**config.mk**
```make
export PLATFORM = sky130hd
export DESIGN_NAME = spsr_core
export DESIGN_NICKNAME = d
export VERILOG_FILES = /design/src/pkg/spsr_pkg.sv /design/src/rtl/spsr_rate_div.sv /design/src/rtl/spsr_pin_drive.sv /design/src/rtl/spsr_core.sv
export SDC_FILE = /design/constraint.sdc
export NUM_CORES = 1
export LEC_CHECK = 0
export BUFFER_PORTS_ARGS = -buffer_cell sky130_fd_sc_hd__buf_2
export CORE_MARGIN = 5
export CORE_UTILIZATION = 40
export CTS_CLUSTER_SIZE = 12
export DETAILED_ROUTE_END_ITERATION = 8
export PLACE_DENSITY = 0.66
export SYNTH_ARGS = -nofsm -noshare
export SYNTH_HDL_FRONTEND = slang
export SYNTH_SLANG_ARGS = --single-unit
```
**constraint.sdc**
```tcl
create_clock -name clock -period 1.99 [get_ports clock]
set_input_delay 0.0995 -clock clock [delete_from_list [all_inputs] [get_ports clock]]
set_output_delay 0.0995 -clock clock [all_outputs]
set_load 0.02 [all_outputs]
```
**src/pkg/spsr_pkg.sv**
```systemverilog
// Purpose: shared constants and carrier types for the spi status/data block
// Assumes: apb3 slave, 32-bit data, one word per register
// Notes:   register index kept as printed, byte address is four times it

package spsr_pkg;

  // ==========================================================
  // register map
  localparam logic [7:0]  IDX_DATA    = 8'h21;
  localparam logic [7:0]  IDX_CTRL    = 8'h22;
  localparam logic [7:0]  IDX_STAT    = 8'h23;
  localparam int          ADDR_W      = 12;
  localparam logic [11:0] ADDR_DATA   = {2'h0, IDX_DATA, 2'h0};
  localparam logic [11:0] ADDR_CTRL   = {2'h0, IDX_CTRL, 2'h0};
  localparam logic [11:0] ADDR_STAT   = {2'h0, IDX_STAT, 2'h0};

  // ==========================================================
  // control register fields
  localparam int CR_IRQ_EN  = 7;
  localparam int CR_PERIPH  = 6;
  localparam int CR_RATEDIV = 5;
  localparam int CR_MASTER  = 4;
  localparam int CR_CPOL    = 3;
  localparam int CR_CPHA    = 2;
  localparam int CR_RATE_HI = 1;
  localparam int CR_RATE_LO = 0;
  localparam logic [7:0] CR_RESET = 8'h00;

  // ==========================================================
  // control/status register fields
  localparam int SR_DONE   = 7;
  localparam int SR_WRITE_COLLISION_FLAG   = 6;
  localparam int SR_OVR    = 5;
  localparam int SR_MASTER_FAULT_FLAG   = 4;
  localparam int SR_RSVD   = 3;
  localparam int SR_SOD    = 2;
  localparam int SR_SSM    = 1;
  localparam int SR_SSI    = 0;
  localparam logic [7:0] SR_RESET = 8'h00;

  // ==========================================================
  // half-period counts of the serial clock, per rate code
  localparam logic [6:0] HALF_DIV4   = 7'h02;
  localparam logic [6:0] HALF_DIV8   = 7'h04;
  localparam logic [6:0] HALF_DIV16  = 7'h08;
  localparam logic [6:0] HALF_DIV32  = 7'h10;
  localparam logic [6:0] HALF_DIV64  = 7'h20;
  localparam logic [6:0] HALF_DIV128 = 7'h40;
  localparam logic [3:0] LAST_EDGE   = 4'hf;

  // ==========================================================
  // carriers
  typedef struct packed {
    logic [11:0] paddr;
    logic        psel;
    logic        penable;
    logic        pwrite;
    logic [31:0] pwdata;
  } spsr_apb_req_t;

  typedef struct packed {
    logic [31:0] prdata;
    logic        pready;
    logic        pslverr;
  } spsr_apb_rsp_t;

  typedef struct packed {
    logic sckIn;
    logic mosiIn;
    logic misoIn;
    logic ssN;
  } spsr_pin_in_t;

  typedef struct packed {
    logic sckOut;
    logic sckOe;
    logic mosiOut;
    logic mosiOe;
    logic misoOut;
    logic misoOe;
  } spsr_pin_out_t;

endpackage : spsr_pkg

```
**src/rtl/spsr_rate_div.sv**
```systemverilog
// Purpose: master serial clock rate divider, one-cycle tick per half period
// Assumes: run low between transfers restarts the count
// Notes:   unused rate codes fall back to the slowest rate

`timescale 1ns/1ps

module spsr_rate_div (
  // clock and reset
  input  wire logic       clock,
  input  wire logic       rst_n,
  // control
  input  wire logic       run,
  input  wire logic [2:0] rate,
  // half-period enable
  output logic            tick
);

  // ==========================================================
  // rate decode
  logic [6:0] halfCnt;
  logic [6:0] cnt_q;
  logic [6:0] cnt_d;

  assign halfCnt = (rate == 3'b100) ? spsr_pkg::HALF_DIV4 :
                   (rate == 3'b000) ? spsr_pkg::HALF_DIV8 :
                   (rate == 3'b001) ? spsr_pkg::HALF_DIV16 :
                   (rate == 3'b110) ? spsr_pkg::HALF_DIV32 :
                   (rate == 3'b010) ? spsr_pkg::HALF_DIV64 :
                   spsr_pkg::HALF_DIV128;

  // ==========================================================
  // counter
  assign tick  = run && (cnt_q == halfCnt - 7'h01);
  assign cnt_d = (!run || tick) ? 7'h00 : cnt_q + 7'h01;

  always_ff @(posedge clock or negedge rst_n) begin
    if (!rst_n) begin
      cnt_q <= 7'h00;
    end else begin
      cnt_q <= cnt_d;
    end
  end

endmodule : spsr_rate_div

```
**src/rtl/spsr_pin_drive.sv**
```systemverilog
// Purpose: drive levels and enables of the serial pins
// Assumes: all inputs come from flip-flops of the core
// Notes:   the pad ring resolves the wire from the enables

`timescale 1ns/1ps

module spsr_pin_drive (
  // configuration
  input  wire logic                  periphEn,
  input  wire logic                  masterSel,
  input  wire logic                  outDisable,
  input  wire logic                  cpol,
  // engine state
  input  wire logic                  sckLevel,
  input  wire logic                  txBit,
  // pins
  output spsr_pkg::spsr_pin_out_t    pinOut
);

  // ==========================================================
  // clock pin is driven only as master, idle level from cpol
  assign pinOut.sckOut  = cpol ^ sckLevel;
  assign pinOut.sckOe   = periphEn && masterSel;

  // ==========================================================
  // data out pin swaps with mode, silenced by the output disable
  assign pinOut.mosiOut = txBit;
  assign pinOut.mosiOe  = periphEn && masterSel && !outDisable;
  assign pinOut.misoOut = txBit;
  assign pinOut.misoOe  = periphEn && !masterSel && !outDisable;

endmodule : spsr_pin_drive

```
**src/rtl/spsr_core.sv**
```systemverilog
// Purpose: spi status, control and data registers with the byte shifter
// Assumes: apb3 slave, zero wait states; pins synchronous to clock
// Notes:   one shift register serves transmit and receive
//
// Chosen here: register access over APB.

`timescale 1ns/1ps

module spsr_core (
  // clock and reset
  input  wire logic                  clock,
  input  wire logic                  rst_n,
  // register bus
  input  wire spsr_pkg::spsr_apb_req_t apbReq,
  output spsr_pkg::spsr_apb_rsp_t    apbRsp,
  // serial pins
  input  wire spsr_pkg::spsr_pin_in_t  pinIn,
  output spsr_pkg::spsr_pin_out_t    pinOut,
  // interrupt request
  output logic                       irq
);

  // ==========================================================
  // state
  logic [7:0] ctrl_q;
  logic [7:0] ctrl_d;
  logic       doneFlag_q;
  logic       doneFlag_d;
  logic       wcolFlag_q;
  logic       wcolFlag_d;
  logic       ovrFlag_q;
  logic       ovrFlag_d;
  logic       modfFlag_q;
  logic       modfFlag_d;
  logic [2:0] selCtl_q;
  logic [2:0] selCtl_d;
  logic       armed_q;
  logic       armed_d;
  logic       modfArmed_q;
  logic       modfArmed_d;
  logic [7:0] rxBuf_q;
  logic [7:0] rxBuf_d;
  logic [7:0] shift_q;
  logic [7:0] shift_d;
  logic       rxBit_q;
  logic       rxBit_d;
  logic [3:0] edgeIdx_q;
  logic [3:0] edgeIdx_d;
  logic       active_q;
  logic       active_d;
  logic       sckLevel_q;
  logic       sckLevel_d;
  logic       sckPrev_q;

  // ==========================================================
  // bus decode
  logic       apbAccess;
  logic       busWr;
  logic       busRd;
  logic       hitData;
  logic       hitCtrl;
  logic       hitStat;
  logic       hitAny;

  assign apbAccess = apbReq.psel && apbReq.penable;
  assign busWr     = apbAccess && apbReq.pwrite;
  assign busRd     = apbAccess && !apbReq.pwrite;
  assign hitData   = apbReq.paddr == spsr_pkg::ADDR_DATA;
  assign hitCtrl   = apbReq.paddr == spsr_pkg::ADDR_CTRL;
  assign hitStat   = apbReq.paddr == spsr_pkg::ADDR_STAT;
  assign hitAny    = hitData || hitCtrl || hitStat;

  logic       dataAcc;
  logic       dataWr;
  logic       ctrlWr;
  logic       statWr;
  logic       statRd;

  assign dataAcc = apbAccess && hitData;
  assign dataWr  = busWr && hitData;
  assign ctrlWr  = busWr && hitCtrl;
  assign statWr  = busWr && hitStat;
  assign statRd  = busRd && hitStat;

  // ==========================================================
  // configuration views
  logic       irqEn;
  logic       periphEn;
  logic       masterSel;
  logic       cpol;
  logic       cpha;
  logic [2:0] rateSel;
  logic       outDisable;
  logic       softSelMode;
  logic       softSelLevel;
  logic       selectN;

  assign irqEn        = ctrl_q[spsr_pkg::CR_IRQ_EN];
  assign periphEn     = ctrl_q[spsr_pkg::CR_PERIPH];
  assign masterSel    = ctrl_q[spsr_pkg::CR_MASTER];
  assign cpol         = ctrl_q[spsr_pkg::CR_CPOL];
  assign cpha         = ctrl_q[spsr_pkg::CR_CPHA];
  assign rateSel      = {ctrl_q[spsr_pkg::CR_RATEDIV],
                         ctrl_q[spsr_pkg::CR_RATE_HI],
                         ctrl_q[spsr_pkg::CR_RATE_LO]};
  assign outDisable   = selCtl_q[spsr_pkg::SR_SOD];
  assign softSelMode  = selCtl_q[spsr_pkg::SR_SSM];
  assign softSelLevel = selCtl_q[spsr_pkg::SR_SSI];
  assign selectN      = softSelMode ? softSelLevel : pinIn.ssN;

  // ==========================================================
  // shift engine edges
  logic       masterTick;
  logic       masterOn;
  logic       slaveSel;
  logic       slaveEdge;
  logic       edgeEv;
  logic       sampleEdge;
  logic       finalEdge;
  logic       serIn;
  logic       busy;
  logic       xferDone;

  assign masterOn   = periphEn && masterSel;
  assign slaveSel   = periphEn && !masterSel && !selectN;
  assign slaveEdge  = slaveSel && (pinIn.sckIn != sckPrev_q);
  assign edgeEv     = masterSel ? (active_q && masterTick) : slaveEdge;
  assign sampleEdge = edgeIdx_q[0] == cpha;
  assign finalEdge  = edgeIdx_q == spsr_pkg::LAST_EDGE;
  assign serIn      = masterSel ? pinIn.misoIn : pinIn.mosiIn;
  assign busy       = masterSel ? active_q
                                : (slaveSel && edgeIdx_q != 4'h0);
  assign xferDone   = edgeEv && finalEdge;

  spsr_rate_div u_rate_div (
    .clock (clock),
    .rst_n (rst_n),
    .run   (active_q),
    .rate  (rateSel),
    .tick  (masterTick)
  );

  // ==========================================================
  // events and clear sequences
  logic       seqClr;
  logic       dataWrOk;
  logic       wcolSet;
  logic       ovrEvt;
  logic       modfEvt;
  logic       modfClr;
  logic       startXfer;

  assign seqClr    = dataAcc && armed_q;
  assign dataWrOk  = dataWr && (!doneFlag_q || armed_q) && !busy;
  assign wcolSet   = dataWr && busy;
  assign ovrEvt    = xferDone && doneFlag_q && !seqClr;
  assign modfEvt   = masterOn && !selectN;
  assign modfClr   = ctrlWr && modfArmed_q;
  assign startXfer = dataWrOk && masterOn && !modfEvt;

  // ==========================================================
  // flags: hardware set wins over software clear
  assign doneFlag_d  = xferDone || (doneFlag_q && !seqClr);
  assign wcolFlag_d  = wcolSet || (wcolFlag_q && !seqClr);
  assign ovrFlag_d   = ovrEvt || (ovrFlag_q && !statRd);
  assign modfFlag_d  = modfEvt || (modfFlag_q && !modfClr);
  assign armed_d     = statRd || (armed_q && !seqClr);
  assign modfArmed_d = (statRd && modfFlag_q) || (modfArmed_q && !ctrlWr);

  // ==========================================================
  // control register, fault drops enable and master
  logic [7:0] ctrlWritten;

  assign ctrlWritten = ctrlWr ? apbReq.pwdata[7:0] : ctrl_q;
  assign ctrl_d      = modfEvt ? (ctrlWritten
                       & ~(8'h01 << spsr_pkg::CR_PERIPH)
                       & ~(8'h01 << spsr_pkg::CR_MASTER))
                       : ctrlWritten;
  assign selCtl_d    = statWr ? apbReq.pwdata[2:0] : selCtl_q;

  // ==========================================================
  // receive buffer keeps the older byte on overrun
  assign rxBuf_d = (xferDone && !ovrEvt) ? shift_d : rxBuf_q;

  // ==========================================================
  // shift register
  always_comb begin
    shift_d = shift_q;
    if (dataWrOk) begin
      shift_d = apbReq.pwdata[7:0];
    end else if (edgeEv && finalEdge) begin
      shift_d = {shift_q[6:0], cpha ? serIn : rxBit_q};
    end else if (edgeEv && !sampleEdge &&
                 !(cpha && edgeIdx_q == 4'h0)) begin
      shift_d = {shift_q[6:0], rxBit_q};
    end
  end

  assign rxBit_d = (edgeEv && sampleEdge) ? serIn : rxBit_q;

  // ==========================================================
  // edge counter and master clock state
  always_comb begin
    edgeIdx_d  = edgeIdx_q;
    active_d   = active_q;
    sckLevel_d = sckLevel_q;
    if (startXfer) begin
      edgeIdx_d  = 4'h0;
      active_d   = 1'b1;
      sckLevel_d = 1'b0;
    end else if (modfEvt || !masterOn) begin
      active_d   = 1'b0;
      sckLevel_d = 1'b0;
      if (!slaveSel) begin
        edgeIdx_d = 4'h0;
      end else if (edgeEv) begin
        edgeIdx_d = edgeIdx_q + 4'h1;
      end
    end else if (edgeEv) begin
      edgeIdx_d  = edgeIdx_q + 4'h1;
      sckLevel_d = !sckLevel_q;
      if (finalEdge) begin
        active_d = 1'b0;
      end
    end
  end

  // ==========================================================
  // flip-flops
  always_ff @(posedge clock or negedge rst_n) begin
    if (!rst_n) begin
      ctrl_q      <= spsr_pkg::CR_RESET;
      doneFlag_q  <= 1'b0;
      wcolFlag_q  <= 1'b0;
      ovrFlag_q   <= 1'b0;
      modfFlag_q  <= 1'b0;
      selCtl_q    <= spsr_pkg::SR_RESET[2:0];
      armed_q     <= 1'b0;
      modfArmed_q <= 1'b0;
    end else begin
      ctrl_q      <= ctrl_d;
      doneFlag_q  <= doneFlag_d;
      wcolFlag_q  <= wcolFlag_d;
      ovrFlag_q   <= ovrFlag_d;
      modfFlag_q  <= modfFlag_d;
      selCtl_q    <= selCtl_d;
      armed_q     <= armed_d;
      modfArmed_q <= modfArmed_d;
    end
  end

  always_ff @(posedge clock or negedge rst_n) begin
    if (!rst_n) begin
      rxBuf_q    <= 8'h00;
      shift_q    <= 8'h00;
      rxBit_q    <= 1'b0;
      edgeIdx_q  <= 4'h0;
      active_q   <= 1'b0;
      sckLevel_q <= 1'b0;
      sckPrev_q  <= 1'b0;
    end else begin
      rxBuf_q    <= rxBuf_d;
      shift_q    <= shift_d;
      rxBit_q    <= rxBit_d;
      edgeIdx_q  <= edgeIdx_d;
      active_q   <= active_d;
      sckLevel_q <= sckLevel_d;
      sckPrev_q  <= pinIn.sckIn;
    end
  end

  // ==========================================================
  // read data, reserved bit 3 reads zero
  logic [7:0] statView;
  logic [7:0] rdByte;

  assign statView = {doneFlag_q, wcolFlag_q, ovrFlag_q, modfFlag_q,
                     1'b0, selCtl_q};
  assign rdByte   = hitData ? rxBuf_q :
                    hitCtrl ? ctrl_q :
                    hitStat ? statView : 8'h00;

  assign apbRsp.prdata  = (busRd && hitAny) ? {24'h000000, rdByte}
                                            : 32'h00000000;
  assign apbRsp.pready  = 1'b1;
  assign apbRsp.pslverr = apbAccess && !hitAny;

  // ==========================================================
  // interrupt and pins
  assign irq = irqEn && (doneFlag_q || modfFlag_q || ovrFlag_q);

  spsr_pin_drive u_pin_drive (
    .periphEn   (periphEn),
    .masterSel  (masterSel),
    .outDisable (outDisable),
    .cpol       (cpol),
    .sckLevel   (sckLevel_q),
    .txBit      (shift_q[7]),
    .pinOut     (pinOut)
  );

endmodule : spsr_core

```
Word level (Yosys, flattened, before mapping). Cells that the tools add are included.

Latch bits: 0. Bits in writable memories: 0. Memory bits (read-only): 0. Output and inout bits: 41. Input port bits: 53. Logic and storage cells: 144. Memories kept: 0. Register bits: 48.

$add $sub $neg: 3. Order comparisons: 0. Reduce and logical (&&, ||, !) cells: 81. Equal/unequal tests: 11. Multiply operators: 0. Div/mod/pow operators: 0. Mux-type cells: 31. Bitwise operators: 1. Shift-type cells: 0.

Operators by type and width (count): $mux 8 (8); $mux 7 (7); $logic_and 1x1->1 (43); $eq 12x8->1 const B (3); $logic_not 1->1 (18); $mux 4 (4); $logic_or 1x1->1 (13); $mux 1 (12); $add 7x1->7 const B (1); $eq 7x7->1 (1); $sub 7x1->7 const B (1); $eq 3x3->1 const B (2); $reduce_bool 3->1 (2); $add 4x1->4 const B (1); $eq 4x4->1 const B (1); $logic_not 4->1 (1); $reduce_bool 4->1 (1); $eq 3x1->1 const B (1); $eq 3x2->1 const B (1); $logic_not 3->1 (1); $reduce_and 2->1 (1); $reduce_bool 2->1 (1); $eq 1x1->1 (1); $ne 1x1->1 (1); $xor 1x1->1 (1).

Depth between registers and ports, before layout.
Depth in word-level cells: 16. Gate-level depth with buffers: 10. Gate-level depth less buffers: 8.

Hierarchy. A second synthesis with hierarchy kept.

Cell total of the unflattened synthesis: 278. Area, all modules: 2895.3 um^2.

By module, submodules not included: spsr_core (area each 2358.5 um^2, cells each 227, sequential area each 1026.0 um^2, instances 1); spsr_rate_div (area each 484.2 um^2, cells each 45, sequential area each 175.2 um^2, instances 1); spsr_pin_drive (area each 52.6 um^2, cells each 6, sequential area each 0.0 um^2, instances 1).

Least setup slack after synthesis. No wires, ideal clock.

Path type: register -> register. Start point: register ctrl_q[1]. End point: register rxBuf_q[0]. Slack: -0.188 ns. Path buffers: 2. Period minus slack after synthesis: 2.178 ns. Required time: 1.865 ns. Library setup time: 0.125 ns. Stages on the path, launching flop included: 9. Arrival: 2.054 ns. Path through: dfrtp_1 buf_6 xor2_1 or3_1 a31oi_1 a41oi_2 and3b_2 buf_6 mux2_2.

Longest elaborated chain between the ends: 16. Elaborated cells on any way between the ends: 25. Classes of those cells: add/sub: 1; eq/ne: 5; mux: 9; reduce/logical: 10.

RTL lines: start: declaration (RTL line spsr_core.sv:25) `logic [7:0] ctrl_q;`; start signal: assignment (RTL line spsr_core.sv:232) `ctrl_q <= spsr_pkg::CR_RESET;`; start signal: assignment (RTL line spsr_core.sv:241) `ctrl_q <= ctrl_d;`; $eq 3x2->1 (RTL line spsr_rate_div.sv:28) `(rate == 3'b010) ? spsr_pkg::HALF_DIV64 :`; $mux 7 (RTL line spsr_rate_div.sv:28); $mux 7 (RTL line spsr_rate_div.sv:27) `(rate == 3'b110) ? spsr_pkg::HALF_DIV32 :`; $mux 7 (RTL line spsr_rate_div.sv:26) `(rate == 3'b001) ? spsr_pkg::HALF_DIV16 :`; $mux 7 (RTL line spsr_rate_div.sv:25) `(rate == 3'b000) ? spsr_pkg::HALF_DIV8 :`; $mux 7 * (RTL line spsr_rate_div.sv:24) `assign halfCnt = (rate == 3'b100) ? spsr_pkg::HALF_DIV4 :`; $sub 7x1->7 * (RTL line spsr_rate_div.sv:33) `assign tick = run && (cnt_q == halfCnt - 7'h01);`; $eq 7x7->1 * (RTL line spsr_rate_div.sv:33); $logic_and 1x1->1 * (RTL line spsr_rate_div.sv:33); $logic_and 1x1->1 * (RTL line spsr_core.sv:127) `assign edgeEv = masterSel ? (active_q && masterTick) : slaveEdge;`; $mux 1 * (RTL line spsr_core.sv:127); $logic_and 1x1->1, on equally long branches (RTL line spsr_core.sv:193, spsr_core.sv:133, spsr_core.sv:191); $logic_and 1x1->1, on equally long branches (RTL line spsr_core.sv:193, spsr_core.sv:156); $mux 8 or $logic_and 1x1->1 (tied branches) (RTL line spsr_core.sv:193, spsr_core.sv:156); $mux 8 or $logic_not 1->1 (tied branches) (RTL line spsr_core.sv:191, spsr_core.sv:183); $mux 8 or $logic_and 1x1->1 (tied branches) (RTL line spsr_core.sv:189, spsr_core.sv:183); end signal: assignment (RTL line spsr_core.sv:262) `rxBuf_q <= rxBuf_d;`; end: declaration (RTL line spsr_core.sv:41) `logic [7:0] rxBuf_q;`.

Every way passes the cells marked *; elsewhere a longest branch is shown, timed or not. A chain may end at the register's enable or synchronous reset.

Final worst setup path.
Start point: register ctrl_q[1]. End point: register rxBuf_q[2].

Same word-level chain as after synthesis.

==> metrics.yaml <==
run_status: "finished with violations"
violations: "negative setup slack"
grt_first_pass_wirelength_um: 12400
grt_pass1_vias: 2456
p_per_area_nw_per_um2: 519
grtUsageTotal: 0.181
fin_nets: 428
synth_edf_count: 0
setup_viol: 20
dr.pass1.iters: 4
stdcell_count: 469
r2r_cells: 7
yosysWarnings: 0
initial_core_util: 0.412
min_path_type: "in2reg"
synthArstFlopShare: 1.00
slew_headroom: 0.527
die_area_sq_um: 8820
syn_area_sq_um: 2820
syn_inst: 294
die_w_um: 93.9
place_hpwl_um: 5670
routed_wirelength_um: 7920
ys.flop_type: "dfrtp_1"
crit_slowest_cell: "dfrtp_2"
ys_ff_latch: 48
synthDistinctLibCells: 44
cts_tree: "yes"
grt_max_degree: 30
fin_crit_sh: 1.06
clkSinkCount: 48
hold_viol: 0
viasPerCell: 5.10
critPathArrivalTime_ns: 2.33
start_kind: "flop"
cts_max_level: 2
grt_overflow: 0
rows: 30
cts_buffer_depth: 2
regToRegSetupSlack_ns: -0.11
syn_avg_cell_area_sq_um: 9.58
hold_path_end: "ctrl_q[3]$_DFFE_PN0P_"
slowest_delay_ns: 0.44
synth_seq_area_share: 0.426
drt_iter0_drc: 134
clock_skew_ns: 0.0144
worstHoldStart: "apbReq[3]"
via_count: 2390
place.gp.congestion: 0.860
pin_count: 94
drc_errors: 0
peakVddDrop_mv: 0.355
clock.fmax_mhz: 476
antenna_found_initial: 0
worstPathMaxFanout: 7
area_growth_syn_to_layout_pct: 28.2
pre_cts_ws_ns: -0.141
wl_per_cell_um: 16.9
setup_ws_ns: -0.110
critical_path_class: "reg2reg"
cts-root-buf: "clkbuf_8"
p_leak_nw: 1.74
utilization: 0.528
ant_nets: 0
cp.required_ns: 2.22
timing.rr.end: "rxBuf_q[2]$_DFFE_PN0P_"
tightest_slew_ns: 0.709
worstHoldPathCells: 2
grt_setup_unrepaired: "yes"
power_mw: 1.87
whs_ns: 0.0261
clkLatencyLatePin_ns: 0.32
antenna_cells: 0
cp_cell_sequence: "inv_2, o311a_1, nor4_4, a41oi_2, and3b_2, buf_12, mux2i_1"
path_clk_slew_ns: 0.10
min_period_ns: 2.10
numCtsBuffers: 5
port_buffers: 44
die_y_um: 93.9
dp.cells: 453
core_sq_um: 6830
rr_startpoint: "ctrl_q[1]$_DFFE_PN0P_"
slew_viol_final: 0
drv_cap: 0
critPathCaptureType: "flop"
drive_above_1_share: 0.362
## cells by family (layout without fill, tap and decap cells)
group / Yosys count / in the layout / synth area share
simple gates: 105 / 105 / 0.188
buf+inv: 51 / 107 / 0.115
compound gates: 49 / 49 / 0.126
flops: 48 / 48 / 0.426
mux: 24 / 24 / 0.0915
xor+xnor: 12 / 12 / 0.0373
fa+ha+maj: 3 / 3 / 0.0133
other cells: 2 / 25 / 0.00267
## per-layer routing
layer | part of all wire | up-vias | GRT usage
met5 | 0 | - | 0
met4 | 0.013 | 0 | 0.0554
met3 | 0.077 | 10 | 0.0313
met2 | 0.49 | 92 | 0.295
met1 | 0.42 | 1158 | 0.244
li1 | - | 1130 | -
## stage by stage
step / cell area (sq um) / setup TNS (ns)
2_1_floorplan: 2930 / -0.167
3_3_place_gp: 3280 / -0.345
3_5_place_dp: 3280 / -1.49
4_1_cts: 3470 / -0.899
5_1_grt: 3610 / -2.93
6_report: 3610 / -1.32
## Yosys cell counts (7+ instances only)
cell type	instances	area (sq um)
dfrtp_1	48	1200
nor2_1	36	135
buf_4	28	210
nand2_1	22	82.6
mux2_2	14	158
inv_1	13	48.8
nand2b_1	12	75.1
mux2i_1	10	100
a31oi_1	9	56.3
o21ai_0	9	45.0
a21oi_1	8	40.0
and3_1	8	50.1
xnor2_1	8	70.1
a222oi_1	7	70.1
nand3_1	7	35.0
## critical path, delay by kind of cell, from the launching register on
| family | cells | cell delay [ns] |
|---|---|---|
| AO/OA/AOI/OAI | 2 | 0.54 |
| buffers and inverters | 2 | 0.19 |
| flip-flops | 1 | 0.44 |
| multiplexers | 1 | 0.21 |
| AND/OR/NAND/NOR | 2 | 0.65 |
## cells in the final DEF (no fill, tap or decap), drive strengths merged, types with 3 or more instances in the layout
master / synthesis / final
xnor2: 8 / 8
mux2i: 10 / 10
ha: 3 / 3
nand3: 7 / 7
buf: 34 / 82
inv: 14 / 14
nand2: 22 / 22
nor2b: 4 / 4
a31oi: 9 / 9
xor2: 4 / 4
or3: 4 / 4
nor3: 3 / 3
nor2: 36 / 36
a21oi: 8 / 8
and3: 8 / 8
conb: 2 / 25
a222oi: 7 / 7
and2: 3 / 3
mux2: 14 / 14
clkbuf: 3 / 6
nand2b: 12 / 12
o31ai: 4 / 4
dfrtp: 48 / 48
o21ai: 9 / 9
## layout make-up
cell class              instances  area, sq um
clock buffers                   5         68.8
repair buffers                 85          602
fillers                       634         3220
well taps                      96          120
multi-input cells             218         1520
inverters                      14         52.6
clock inverters                 3         47.5
flip-flops and latches         48         1200
## state kept, by name, summed over array words and instances (netlist names), 3 cells and up
register	flops
selCtl_q	3
ctrl_q	8
shift_q	8
edgeIdx_q	4
rxBuf_q	8
u_rate_div.cnt_q	7
## report_power, final
group          internal, mW  switching [mW]
registers             0.978         0.00386
clock network         0.379           0.373
logic                0.0409          0.0978
total                  1.40           0.475
## repair_timing
action,4_1_cts,5_1_grt
setup buffers,3,2
gates cloned,0,1
hold buffers,2,0
resized for setup,10,24
pin swaps,7,10
setup endpoints to repair,22,31
hold endpoints to repair,28,0
## how the worst max path moves through the flow
stage	startpoint	end	slack, ns
floorplan	ctrl_q[1]$_DFFE_PN0P_	rxBuf_q[0]$_DFFE_PN0P_	-0.14
global placement	ctrl_q[1]$_DFFE_PN0P_	rxBit_q$_DFFE_PN0P_	-0.07
detailed placement	ctrl_q[1]$_DFFE_PN0P_	rxBit_q$_DFFE_PN0P_	-0.14
CTS	ctrl_q[0]$_DFFE_PN0P_	rxBuf_q[2]$_DFFE_PN0P_	-0.12
global route	ctrl_q[1]$_DFFE_PN0P_	rxBit_q$_DFFE_PN0P_	-0.17
finish	ctrl_q[1]$_DFFE_PN0P_	rxBuf_q[2]$_DFFE_PN0P_	-0.11
Power figures use the tool's default switching activity.
